<file path="src/hw/rcam_pkg.sv">
// constants and types shared by the receive control alias and mask block
package rcam_pkg;

   // ****************************************
   // register byte offsets
   // ****************************************
   localparam logic [7:0] RCAM_OFF_GLOBAL_CTRL = 8'h00;
   localparam logic [7:0] RCAM_OFF_RX_ALIAS = 8'h04;
   localparam logic [7:0] RCAM_OFF_RX_MASK = 8'h08;
   localparam logic [7:0] RCAM_OFF_RX_PAD = 8'h0c;
   localparam int RCAM_ADDR_W = 8;

   // ****************************************
   // global control field layout
   // ****************************************
   localparam int RCAM_BIT_RX_DIV = 0;
   localparam int RCAM_BIT_RX_HF_DIV = 1;
   localparam int RCAM_BIT_RX_SER = 2;
   localparam int RCAM_BIT_RX_SM = 3;
   localparam int RCAM_BIT_RX_FSG = 4;
   localparam int RCAM_BIT_TX_DIV = 8;
   localparam int RCAM_BIT_TX_HF_DIV = 9;
   localparam int RCAM_BIT_TX_SER = 10;
   localparam int RCAM_BIT_TX_SM = 11;
   localparam int RCAM_BIT_TX_FSG = 12;
   localparam logic [31:0] RCAM_RX_CTRL_MASK = 32'h0000_001f;
   localparam logic [31:0] RCAM_TX_CTRL_MASK = 32'h0000_1f00;
   localparam logic [31:0] RCAM_GLOBAL_RESET = 32'h0000_0000;

   // ****************************************
   // receive mask and pad fields
   // ****************************************
   localparam logic [31:0] RCAM_MASK_RESET = 32'h0000_0000;
   localparam int RCAM_PAD_SEL_LSB = 13;
   localparam int RCAM_PAD_BIT_LSB = 8;
   localparam logic [31:0] RCAM_PAD_REG_MASK = 32'h0000_7f00;
   localparam logic [31:0] RCAM_PAD_RESET = 32'h0000_0000;

   typedef enum logic [1:0] {
      RCAM_PAD_ZERO = 2'b00,
      RCAM_PAD_ONE = 2'b01,
      RCAM_PAD_FROM_BIT = 2'b10,
      RCAM_PAD_RSVD = 2'b11
   } rcam_pad_sel_t;

   // ****************************************
   // bus answers and channel states
   // ****************************************
   localparam logic [1:0] RCAM_RESP_OKAY = 2'b00;
   localparam logic [1:0] RCAM_RESP_SLVERR = 2'b10;

   typedef enum logic [0:0] {
      RCAM_CH_IDLE = 1'b0,
      RCAM_CH_RESP = 1'b1
   } rcam_ch_state_t;

endpackage

</file>
<file path="src/hw/rcam_fmt_if.sv">
// interface between the register bank and the receive format mask unit
`timescale 1ns/100ps
`default_nettype none
interface rcam_fmt_if #(parameter int DATA_W = 32);
   logic [DATA_W-1:0] word;
   logic word_valid;
   logic [DATA_W-1:0] mask;
   logic [1:0] pad_sel;
   logic [4:0] pad_bit;
   logic enable;
   logic [DATA_W-1:0] data;
   logic data_valid;

   modport bank (output word, output word_valid, output mask, output pad_sel, output pad_bit,
      output enable, input data, input data_valid);
   modport fmt (input word, input word_valid, input mask, input pad_sel, input pad_bit,
      input enable, output data, output data_valid);
endinterface
`default_nettype wire

</file>
<file path="src/hw/rcam_top.sv">
// receive control alias, global control and receive bit mask register bank
//
// Design decisions made here: the AXI4-Lite slave port and the placing of the registers.
`timescale 1ns/100ps
`default_nettype none
module rcam_top
   import rcam_pkg::*;
#(
   parameter int DATA_W = 32
) (
   input wire logic clk_i,
   input wire logic arst_n_i,
   // axi4-lite slave
   input wire logic [RCAM_ADDR_W-1:0] s_axi_awaddr,
   input wire logic s_axi_awvalid,
   output logic s_axi_awready,
   input wire logic [31:0] s_axi_wdata,
   input wire logic [3:0] s_axi_wstrb,
   input wire logic s_axi_wvalid,
   output logic s_axi_wready,
   output logic [1:0] s_axi_bresp,
   output logic s_axi_bvalid,
   input wire logic s_axi_bready,
   input wire logic [RCAM_ADDR_W-1:0] s_axi_araddr,
   input wire logic s_axi_arvalid,
   output logic s_axi_arready,
   output logic [31:0] s_axi_rdata,
   output logic [1:0] s_axi_rresp,
   output logic s_axi_rvalid,
   input wire logic s_axi_rready,
   // control levels to the serial port sections
   output logic rx_frame_sync_gen_run_o,
   output logic rx_state_machine_run_o,
   output logic rx_serializer_active_o,
   output logic rx_hf_divider_run_o,
   output logic rx_hf_divider_bypass_o,
   output logic rx_divider_run_o,
   output logic tx_frame_sync_gen_run_o,
   output logic tx_state_machine_run_o,
   output logic tx_serializer_active_o,
   output logic tx_hf_divider_run_o,
   output logic tx_divider_run_o,
   // received word after reverse and rotate, and its masked result
   input wire logic [DATA_W-1:0] rx_word_i,
   input wire logic rx_word_valid_i,
   output logic [DATA_W-1:0] rx_data_o,
   output logic rx_data_valid_o
);

   // ****************************************
   // byte-lane merge
   // ****************************************
   function automatic logic [31:0] rcam_merge(input logic [31:0] old_v, input logic [31:0] new_v,
                                              input logic [3:0] strb, input logic [31:0] keep);
      logic [31:0] res;
      res = old_v;
      for (int b = 0; b < 4; b++) begin
         if (strb[b]) begin
            res[b*8 +: 8] = new_v[b*8 +: 8];
         end
      end
      rcam_merge = (res & keep) | (old_v & ~keep);
   endfunction

   // ****************************************
   // registers
   // ****************************************
   // single store for global control, the alias writes into it too
   logic [31:0] gctl_r;
   logic [31:0] gctl_nxt;
   logic [31:0] mask_r;
   logic [31:0] mask_nxt;
   logic [31:0] pad_r;
   logic [31:0] pad_nxt;

   // ****************************************
   // write channel
   // ****************************************
   rcam_ch_state_t wr_state_r;
   logic aw_held_r;
   logic w_held_r;
   logic [RCAM_ADDR_W-1:0] awaddr_r;
   logic [31:0] wdata_r;
   logic [3:0] wstrb_r;
   logic [1:0] bresp_r;
   logic aw_take;
   logic w_take;
   logic wr_fire;
   logic wr_hit_global;
   logic wr_hit_alias;
   logic wr_hit_mask;
   logic wr_hit_pad;
   logic wr_mapped;
   logic gctl_we;
   logic alias_we;
   logic mask_we;
   logic pad_we;
   logic [31:0] gctl_keep;
   logic [31:0] alias_keep;

   assign s_axi_awready = (wr_state_r == RCAM_CH_IDLE) && !aw_held_r;
   assign s_axi_wready = (wr_state_r == RCAM_CH_IDLE) && !w_held_r;
   assign aw_take = s_axi_awvalid && s_axi_awready;
   assign w_take = s_axi_wvalid && s_axi_wready;
   // address and data may arrive in either order; commit once both are held
   assign wr_fire = (wr_state_r == RCAM_CH_IDLE) && aw_held_r && w_held_r;

   assign wr_hit_global = (awaddr_r == RCAM_OFF_GLOBAL_CTRL);
   assign wr_hit_alias = (awaddr_r == RCAM_OFF_RX_ALIAS);
   assign wr_hit_mask = (awaddr_r == RCAM_OFF_RX_MASK);
   assign wr_hit_pad = (awaddr_r == RCAM_OFF_RX_PAD);
   assign wr_mapped = wr_hit_global | wr_hit_alias | wr_hit_mask | wr_hit_pad;
   assign gctl_we = wr_fire && wr_hit_global;
   assign alias_we = wr_fire && wr_hit_alias;
   assign mask_we = wr_fire && wr_hit_mask;
   assign pad_we = wr_fire && wr_hit_pad;

   // one store for both paths
   // global writes reach every control bit, alias writes only the receive ones
   assign gctl_keep = RCAM_RX_CTRL_MASK | RCAM_TX_CTRL_MASK;
   assign alias_keep = RCAM_RX_CTRL_MASK;
   assign gctl_nxt = gctl_we ? rcam_merge(gctl_r, wdata_r, wstrb_r, gctl_keep) :
                     alias_we ? rcam_merge(gctl_r, wdata_r, wstrb_r, alias_keep) : gctl_r;
   assign mask_nxt = mask_we ? rcam_merge(mask_r, wdata_r, wstrb_r, '1) : mask_r;
   assign pad_nxt = pad_we ? rcam_merge(pad_r, wdata_r, wstrb_r, RCAM_PAD_REG_MASK) : pad_r;

   always_ff @(posedge clk_i or negedge arst_n_i) begin
      if (!arst_n_i) begin
         aw_held_r <= 1'b0;
         awaddr_r <= '0;
      end else if (aw_take) begin
         aw_held_r <= 1'b1;
         awaddr_r <= {s_axi_awaddr[RCAM_ADDR_W-1:2], 2'b00};
      end else if (wr_fire) begin
         aw_held_r <= 1'b0;
      end
   end

   always_ff @(posedge clk_i or negedge arst_n_i) begin
      if (!arst_n_i) begin
         w_held_r <= 1'b0;
         wdata_r <= '0;
         wstrb_r <= '0;
      end else if (w_take) begin
         w_held_r <= 1'b1;
         wdata_r <= s_axi_wdata;
         wstrb_r <= s_axi_wstrb;
      end else if (wr_fire) begin
         w_held_r <= 1'b0;
      end
   end

   always_ff @(posedge clk_i or negedge arst_n_i) begin
      if (!arst_n_i) begin
         wr_state_r <= RCAM_CH_IDLE;
         bresp_r <= RCAM_RESP_OKAY;
      end else begin
         unique case (wr_state_r)
            RCAM_CH_IDLE: begin
               if (wr_fire) begin
                  wr_state_r <= RCAM_CH_RESP;
                  bresp_r <= wr_mapped ? RCAM_RESP_OKAY : RCAM_RESP_SLVERR;
               end
            end
            RCAM_CH_RESP: begin
               if (s_axi_bready) begin
                  wr_state_r <= RCAM_CH_IDLE;
               end
            end
         endcase
      end
   end

   assign s_axi_bvalid = (wr_state_r == RCAM_CH_RESP);
   assign s_axi_bresp = bresp_r;

   always_ff @(posedge clk_i or negedge arst_n_i) begin
      if (!arst_n_i) begin
         gctl_r <= RCAM_GLOBAL_RESET;
         mask_r <= RCAM_MASK_RESET;
         pad_r <= RCAM_PAD_RESET;
      end else begin
         gctl_r <= gctl_nxt;
         mask_r <= mask_nxt;
         pad_r <= pad_nxt;
      end
   end

   // ****************************************
   // read channel
   // ****************************************
   rcam_ch_state_t rd_state_r;
   logic [31:0] rdata_r;
   logic [1:0] rresp_r;
   logic [RCAM_ADDR_W-1:0] rd_addr;
   logic rd_hit_global;
   logic rd_hit_alias;
   logic rd_hit_mask;
   logic rd_hit_pad;
   logic [31:0] rd_value;

   assign s_axi_arready = (rd_state_r == RCAM_CH_IDLE);
   assign rd_addr = {s_axi_araddr[RCAM_ADDR_W-1:2], 2'b00};
   assign rd_hit_global = (rd_addr == RCAM_OFF_GLOBAL_CTRL);
   assign rd_hit_alias = (rd_addr == RCAM_OFF_RX_ALIAS);
   assign rd_hit_mask = (rd_addr == RCAM_OFF_RX_MASK);
   assign rd_hit_pad = (rd_addr == RCAM_OFF_RX_PAD);

   assign rd_value = (rd_hit_global | rd_hit_alias) ? (gctl_r & (RCAM_RX_CTRL_MASK | RCAM_TX_CTRL_MASK)) :
                     rd_hit_mask ? mask_r :
                     rd_hit_pad ? (pad_r & RCAM_PAD_REG_MASK) : '0;

   always_ff @(posedge clk_i or negedge arst_n_i) begin
      if (!arst_n_i) begin
         rd_state_r <= RCAM_CH_IDLE;
         rdata_r <= '0;
         rresp_r <= RCAM_RESP_OKAY;
      end else begin
         unique case (rd_state_r)
            RCAM_CH_IDLE: begin
               if (s_axi_arvalid) begin
                  rd_state_r <= RCAM_CH_RESP;
                  rdata_r <= rd_value;
                  rresp_r <= (rd_hit_global | rd_hit_alias | rd_hit_mask | rd_hit_pad) ?
                             RCAM_RESP_OKAY : RCAM_RESP_SLVERR;
               end
            end
            RCAM_CH_RESP: begin
               if (s_axi_rready) begin
                  rd_state_r <= RCAM_CH_IDLE;
               end
            end
         endcase
      end
   end

   assign s_axi_rvalid = (rd_state_r == RCAM_CH_RESP);
   assign s_axi_rdata = rdata_r;
   assign s_axi_rresp = rresp_r;

   // ****************************************
   // control levels
   // ****************************************
   // frame sync generator run
   assign rx_frame_sync_gen_run_o = gctl_r[RCAM_BIT_RX_FSG];
   assign rx_state_machine_run_o = gctl_r[RCAM_BIT_RX_SM];
   assign rx_serializer_active_o = gctl_r[RCAM_BIT_RX_SER];
   assign rx_hf_divider_run_o = gctl_r[RCAM_BIT_RX_HF_DIV];
   assign rx_hf_divider_bypass_o = ~gctl_r[RCAM_BIT_RX_HF_DIV];
   assign rx_divider_run_o = gctl_r[RCAM_BIT_RX_DIV];
   assign tx_frame_sync_gen_run_o = gctl_r[RCAM_BIT_TX_FSG];
   assign tx_state_machine_run_o = gctl_r[RCAM_BIT_TX_SM];
   assign tx_serializer_active_o = gctl_r[RCAM_BIT_TX_SER];
   assign tx_hf_divider_run_o = gctl_r[RCAM_BIT_TX_HF_DIV];
   assign tx_divider_run_o = gctl_r[RCAM_BIT_TX_DIV];

   // ****************************************
   // receive format mask
   // ****************************************
   rcam_fmt_if #(.DATA_W(DATA_W)) fmt_bus ();

   assign fmt_bus.word = rx_word_i;
   assign fmt_bus.word_valid = rx_word_valid_i;
   // mask and pad settings feed unit
   assign fmt_bus.mask = mask_r[DATA_W-1:0];
   assign fmt_bus.pad_sel = pad_r[RCAM_PAD_SEL_LSB +: 2];
   assign fmt_bus.pad_bit = pad_r[RCAM_PAD_BIT_LSB +: 5];
   assign fmt_bus.enable = gctl_r[RCAM_BIT_RX_SER];

   rcam_fmt_unit #(.DATA_W(DATA_W)) u_fmt (
      .clk_i(clk_i),
      .arst_n_i(arst_n_i),
      .fmt(fmt_bus.fmt)
   );

   assign rx_data_o = fmt_bus.data;
   assign rx_data_valid_o = fmt_bus.data_valid;

endmodule
`default_nettype wire

</file>
<file path="src/hw/rcam_fmt_unit.sv">
// receive format mask unit: keeps or pads each received bit
`timescale 1ns/100ps
`default_nettype none
module rcam_fmt_unit
   import rcam_pkg::*;
#(
   parameter int DATA_W = 32
) (
   input wire logic clk_i,
   input wire logic arst_n_i,
   rcam_fmt_if.fmt fmt
);

   logic pad_value;
   logic [DATA_W-1:0] data_nxt;
   logic [DATA_W-1:0] data_r;
   logic valid_r;

   // ****************************************
   // pad value selection
   // ****************************************
   // reserved pad code falls back to zero padding
   assign pad_value = (fmt.pad_sel == RCAM_PAD_ONE) ? 1'b1 :
                      (fmt.pad_sel == RCAM_PAD_FROM_BIT) ? fmt.word[fmt.pad_bit] : 1'b0;

   // ****************************************
   // per-bit mask
   // ****************************************
   genvar gi;
   generate
      for (gi = 0; gi < DATA_W; gi++) begin : g_bit
         assign data_nxt[gi] = fmt.mask[gi] ? fmt.word[gi] : pad_value;
      end
   endgenerate

   // cleared serializers deliver nothing
   always_ff @(posedge clk_i or negedge arst_n_i) begin
      if (!arst_n_i) begin
         data_r <= '0;
         valid_r <= 1'b0;
      end else begin
         valid_r <= fmt.word_valid & fmt.enable;
         if (fmt.word_valid & fmt.enable) begin
            data_r <= data_nxt;
         end
      end
   end

   assign fmt.data = data_r;
   assign fmt.data_valid = valid_r;

endmodule
`default_nettype wire

</file>
<file path="config.mk">
export PLATFORM = sky130hd
export DESIGN_NAME = rcam_top
export DESIGN_NICKNAME = d
export VERILOG_FILES = /design/src/hw/rcam_pkg.sv /design/src/hw/rcam_fmt_if.sv /design/src/hw/rcam_top.sv /design/src/hw/rcam_fmt_unit.sv
export SDC_FILE = /design/constraint.sdc
export NUM_CORES = 1
export LEC_CHECK = 0
export BUFFER_PORTS_ARGS = -buffer_cell sky130_fd_sc_hd__buf_4
export CAP_MARGIN = 20
export CORE_MARGIN = 10
export CORE_UTILIZATION = 35
export DETAILED_ROUTE_END_ITERATION = 8
export MAX_ROUTING_LAYER = met4
export REMOVE_ABC_BUFFERS = 1
export SYNTH_ARGS = -nofsm -noshare
export SYNTH_HDL_FRONTEND = slang
export SYNTH_SLANG_ARGS = --single-unit
</file>
<file path="constraint.sdc">
create_clock -name clk_i -period 1.9 [get_ports clk_i]
set_input_delay 0.475 -clock clk_i [delete_from_list [all_inputs] [get_ports clk_i]]
set_output_delay 0.475 -clock clk_i [all_outputs]
set_load 0.05 [all_outputs]
</file>
==> out/results.tsv <==
metric	value	unit
CP peak stage delay	0.49	ns
Critical Path Slowest Stage Cell	mux4_2	
synth unique cells	37	
top cell type by total area after synthesis	dfrtp_1	
Routed WL	20.64	mm
Synth Warn #	0	
area share of the leading cell type in the synthesized netlist	56.94	%
chip width	162.6	um
cell breakdown of the critical path	buf_6 -> mux2i_1 -> mux4_2 -> a22oi_2 -> nand3_2 -> buf_12 -> o21ai_1	
root buf cell	clkbuf_16	
PortBufs	170	
share of cells above drive strength 1	47.56	%
max-cap viol count	0	
Max VDD drop	0.0005971	V
P&R area growth vs syn	33.66	%
Tmin final	1.967	ns
initial antenna violation count	0	
Row Count	52	
Clock Path Buffers	2	
TritonCTS Sinks	162	
I/O pin cnt	177	
status	complete, but fails checks	
top cells by count, synth	162 x dfrtp_1, 59 x mux2_2, 38 x nor2_1	
dominant synthesized flop cell	dfrtp_1	
Die H	162.6	um
RSZ-0062 raised after global routing	yes	
CP Capture Type	flip-flop	
GR Util All Layers	15.89	%
FMAX	508.4	MHz
final core occ	47.33	%
Final Hold Fails	0	
synth top area cells	dfrtp_1 57%, mux2_2 9.3%, mux2_4 6.7%	
Synth Cell Area	7119	um2
Post-synth ARST share	100.0	%
Tightest Hold Check Type	input port to flip-flop	
number of synthesized flops with an enable pin	0	
Yosys reg bits	162	
Max Slew Vio Count	0	
Final GP Congestion	0.8006	
peak fanout along the critical path	22	
Num CTS Buffers	17	
Final WS setup	-0.06684	ns
WL/cell	20.48	um
critical path arrival	2.31	ns
fill count	1825	
Fin Clk Skew	0.008216	ns
sequential area share after synthesis	56.94	%
CTS tree	yes	
Worst Setup Start Kind	flip-flop	
power consumption	13.63	mW
Core ar.	20100	um2
CP Class	flip-flop to flip-flop	
Post-Syn Instances	538	
grt ovf	0	
first-pass GRT wire length	31.88	mm
die area	26450	um2
period utilization	103.5	%
FF-to-FF setup slack	-0.07	ns
Critical Path RT	2.24	ns
Leak	4.876	nW
Avg Inst Size Synth	13.23	um2
Clock H-tree levels	4	
initial core utilization	35.41	%
# diodes	0	
Pwr Density	1433	nW/um2
Post-layout nets	819	
antenna-violating nets left	0	
hpwl dp	15.15	mm
final-report setup violation count	64	
top-count cell post-synth	dfrtp_1	
Initial DRT Pass Iterations	4	
CTS clock-pin slew for the worst setup and hold paths	0.06	ns
vias in the first global route	5510	
failing checks	negative setup slack	
Iter 0 DRT Violations	234	
largest net degree at the start of global routing	42	
Hold Slack	0.2367	ns
DRC viols	0	
vias per cell	5.073	
Vias	5114	
Clock Latency Late Sink	0.42	ns
worst max-delay path, delay by kind of cell, from the launching register on:
family	cells	cell delay (ns)
AND/OR/NAND/NOR	1	0.14
buffers and inverters	2	0.37
AO/OA/AOI/OAI	2	0.35
multiplexers	2	0.64
flip-flops	1	0.39
layer usage:
metal,up-vias,track usage (%),wire length (um)
li1,2346,-,-
met1,2575,20.06,9277
met2,163,24.76,9794
met3,30,3.994,1165
met4,0,4.795,403
met5,-,-,0
cell usage in the layout, fill, tap and decap left out, types with 3 or more instances in the layout:
cell,synthesis,final
a22o_1,20,20
mux2_4,32,32
mux2i_1,23,23
o21ai_2,20,21
buf_6,4,3
mux2_2,59,59
o21ai_0,16,15
and3_1,32,32
a222oi_1,5,5
o21ai_1,10,10
nand2_1,17,17
nor2b_1,3,3
clkbuf_8,0,3
dfrtp_1,162,162
a211oi_1,32,32
clkbuf_1,19,5
mux4_2,4,4
buf_4,3,187
nand2_8,0,4
buf_12,1,8
nor2_1,38,37
inv_1,10,10
clkbuf_16,0,17
nand3b_1,4,4
per-stage QoR:
stage / cell area [um2] / instances / setup TNS (ns) / setup WS, ns
finish: 9515 / 1008 / -2.093 / -0.06684
global route: 9515 / 1008 / -6.775 / -0.1789
CTS: 9507 / 1008 / -5.176 / -0.1324
detailed placement: 8874 / 976 / -5.577 / -0.1539
global placement: 8874 / 976 / -3.914 / -0.1276
floorplan: 6949 / 509 / -81.63 / -1.124
area by class of cell:
type,instances,area (um2),area share (%)
tap,270,337.8,3.550
sequential,162,4054,42.60
timing repair buffer,199,1608,16.90
clock inverter,5,77.57,0.8153
clock buffer,25,485.5,5.102
inverter,10,37.54,0.3945
multi-input combinational,337,2915,30.64
report_power, final:
| part | total, mW | internal (mW) | switching, mW |
|---|---|---|---|
| combinational | 4.65 | 2.04 | 2.61 |
| clock | 3.32 | 2.02 | 1.30 |
| sequential | 5.66 | 4.57 | 1.09 |
| total | 13.6 | 8.64 | 5.00 |
sequential cells by signal, summed over array words and instances, names as in the netlist, 4 cells and up:
| name | cells |
|---|---|
| gctl_r | 10 |
| pad_r | 7 |
| u_fmt.fmt.data | 32 |
| awaddr_r | 6 |
| s_axi_rdata | 32 |
| wstrb_r | 4 |
| wdata_r | 32 |
| fmt_bus.mask | 32 |
repair_timing:
action	4_1_cts	5_1_grt
endpoints found under the setup margin	67	74
buffers inserted	1	0
hold buffers	1	0
endpoints found under the hold margin	34	0
pin swaps	4	2
gates resized for setup	9	3
cell families (layout without fill, tap and decap cells):
logic type             after synthesis  count (layout)  share of synthesized area (%)
AOI/OAI and AO/OA                  109             109                          11.48
buffers and inverters               40             239                          2.970
DFF                                162             162                          56.94
muxes                              118             118                          20.58
other                                1               2                        0.05267
and+or+nand+nor                    108             108                          7.979
worst paths after layout:
path,from,to,cells past startpoint
hold / removal,s_axi_rready,s_axi_rvalid$_DFF_PN0_,2
max in group asynchronous,arst_n_i,s_axi_rdata[28]$_DFFE_PN0P_,3
min in group asynchronous,arst_n_i,u_fmt.fmt.data[13]$_DFFE_PN0P_,2
setup / recovery,pad_r[8]$_DFFE_PN0P_,u_fmt.fmt.data[29]$_DFFE_PN0P_,7
hold reg to reg,s_axi_rdata[13]$_DFFE_PN0P_,s_axi_rdata[13]$_DFFE_PN0P_,2
setup reg to reg,pad_r[8]$_DFFE_PN0P_,u_fmt.fmt.data[29]$_DFFE_PN0P_,7
No activity file was read; power rests on OpenSTA's default activity.
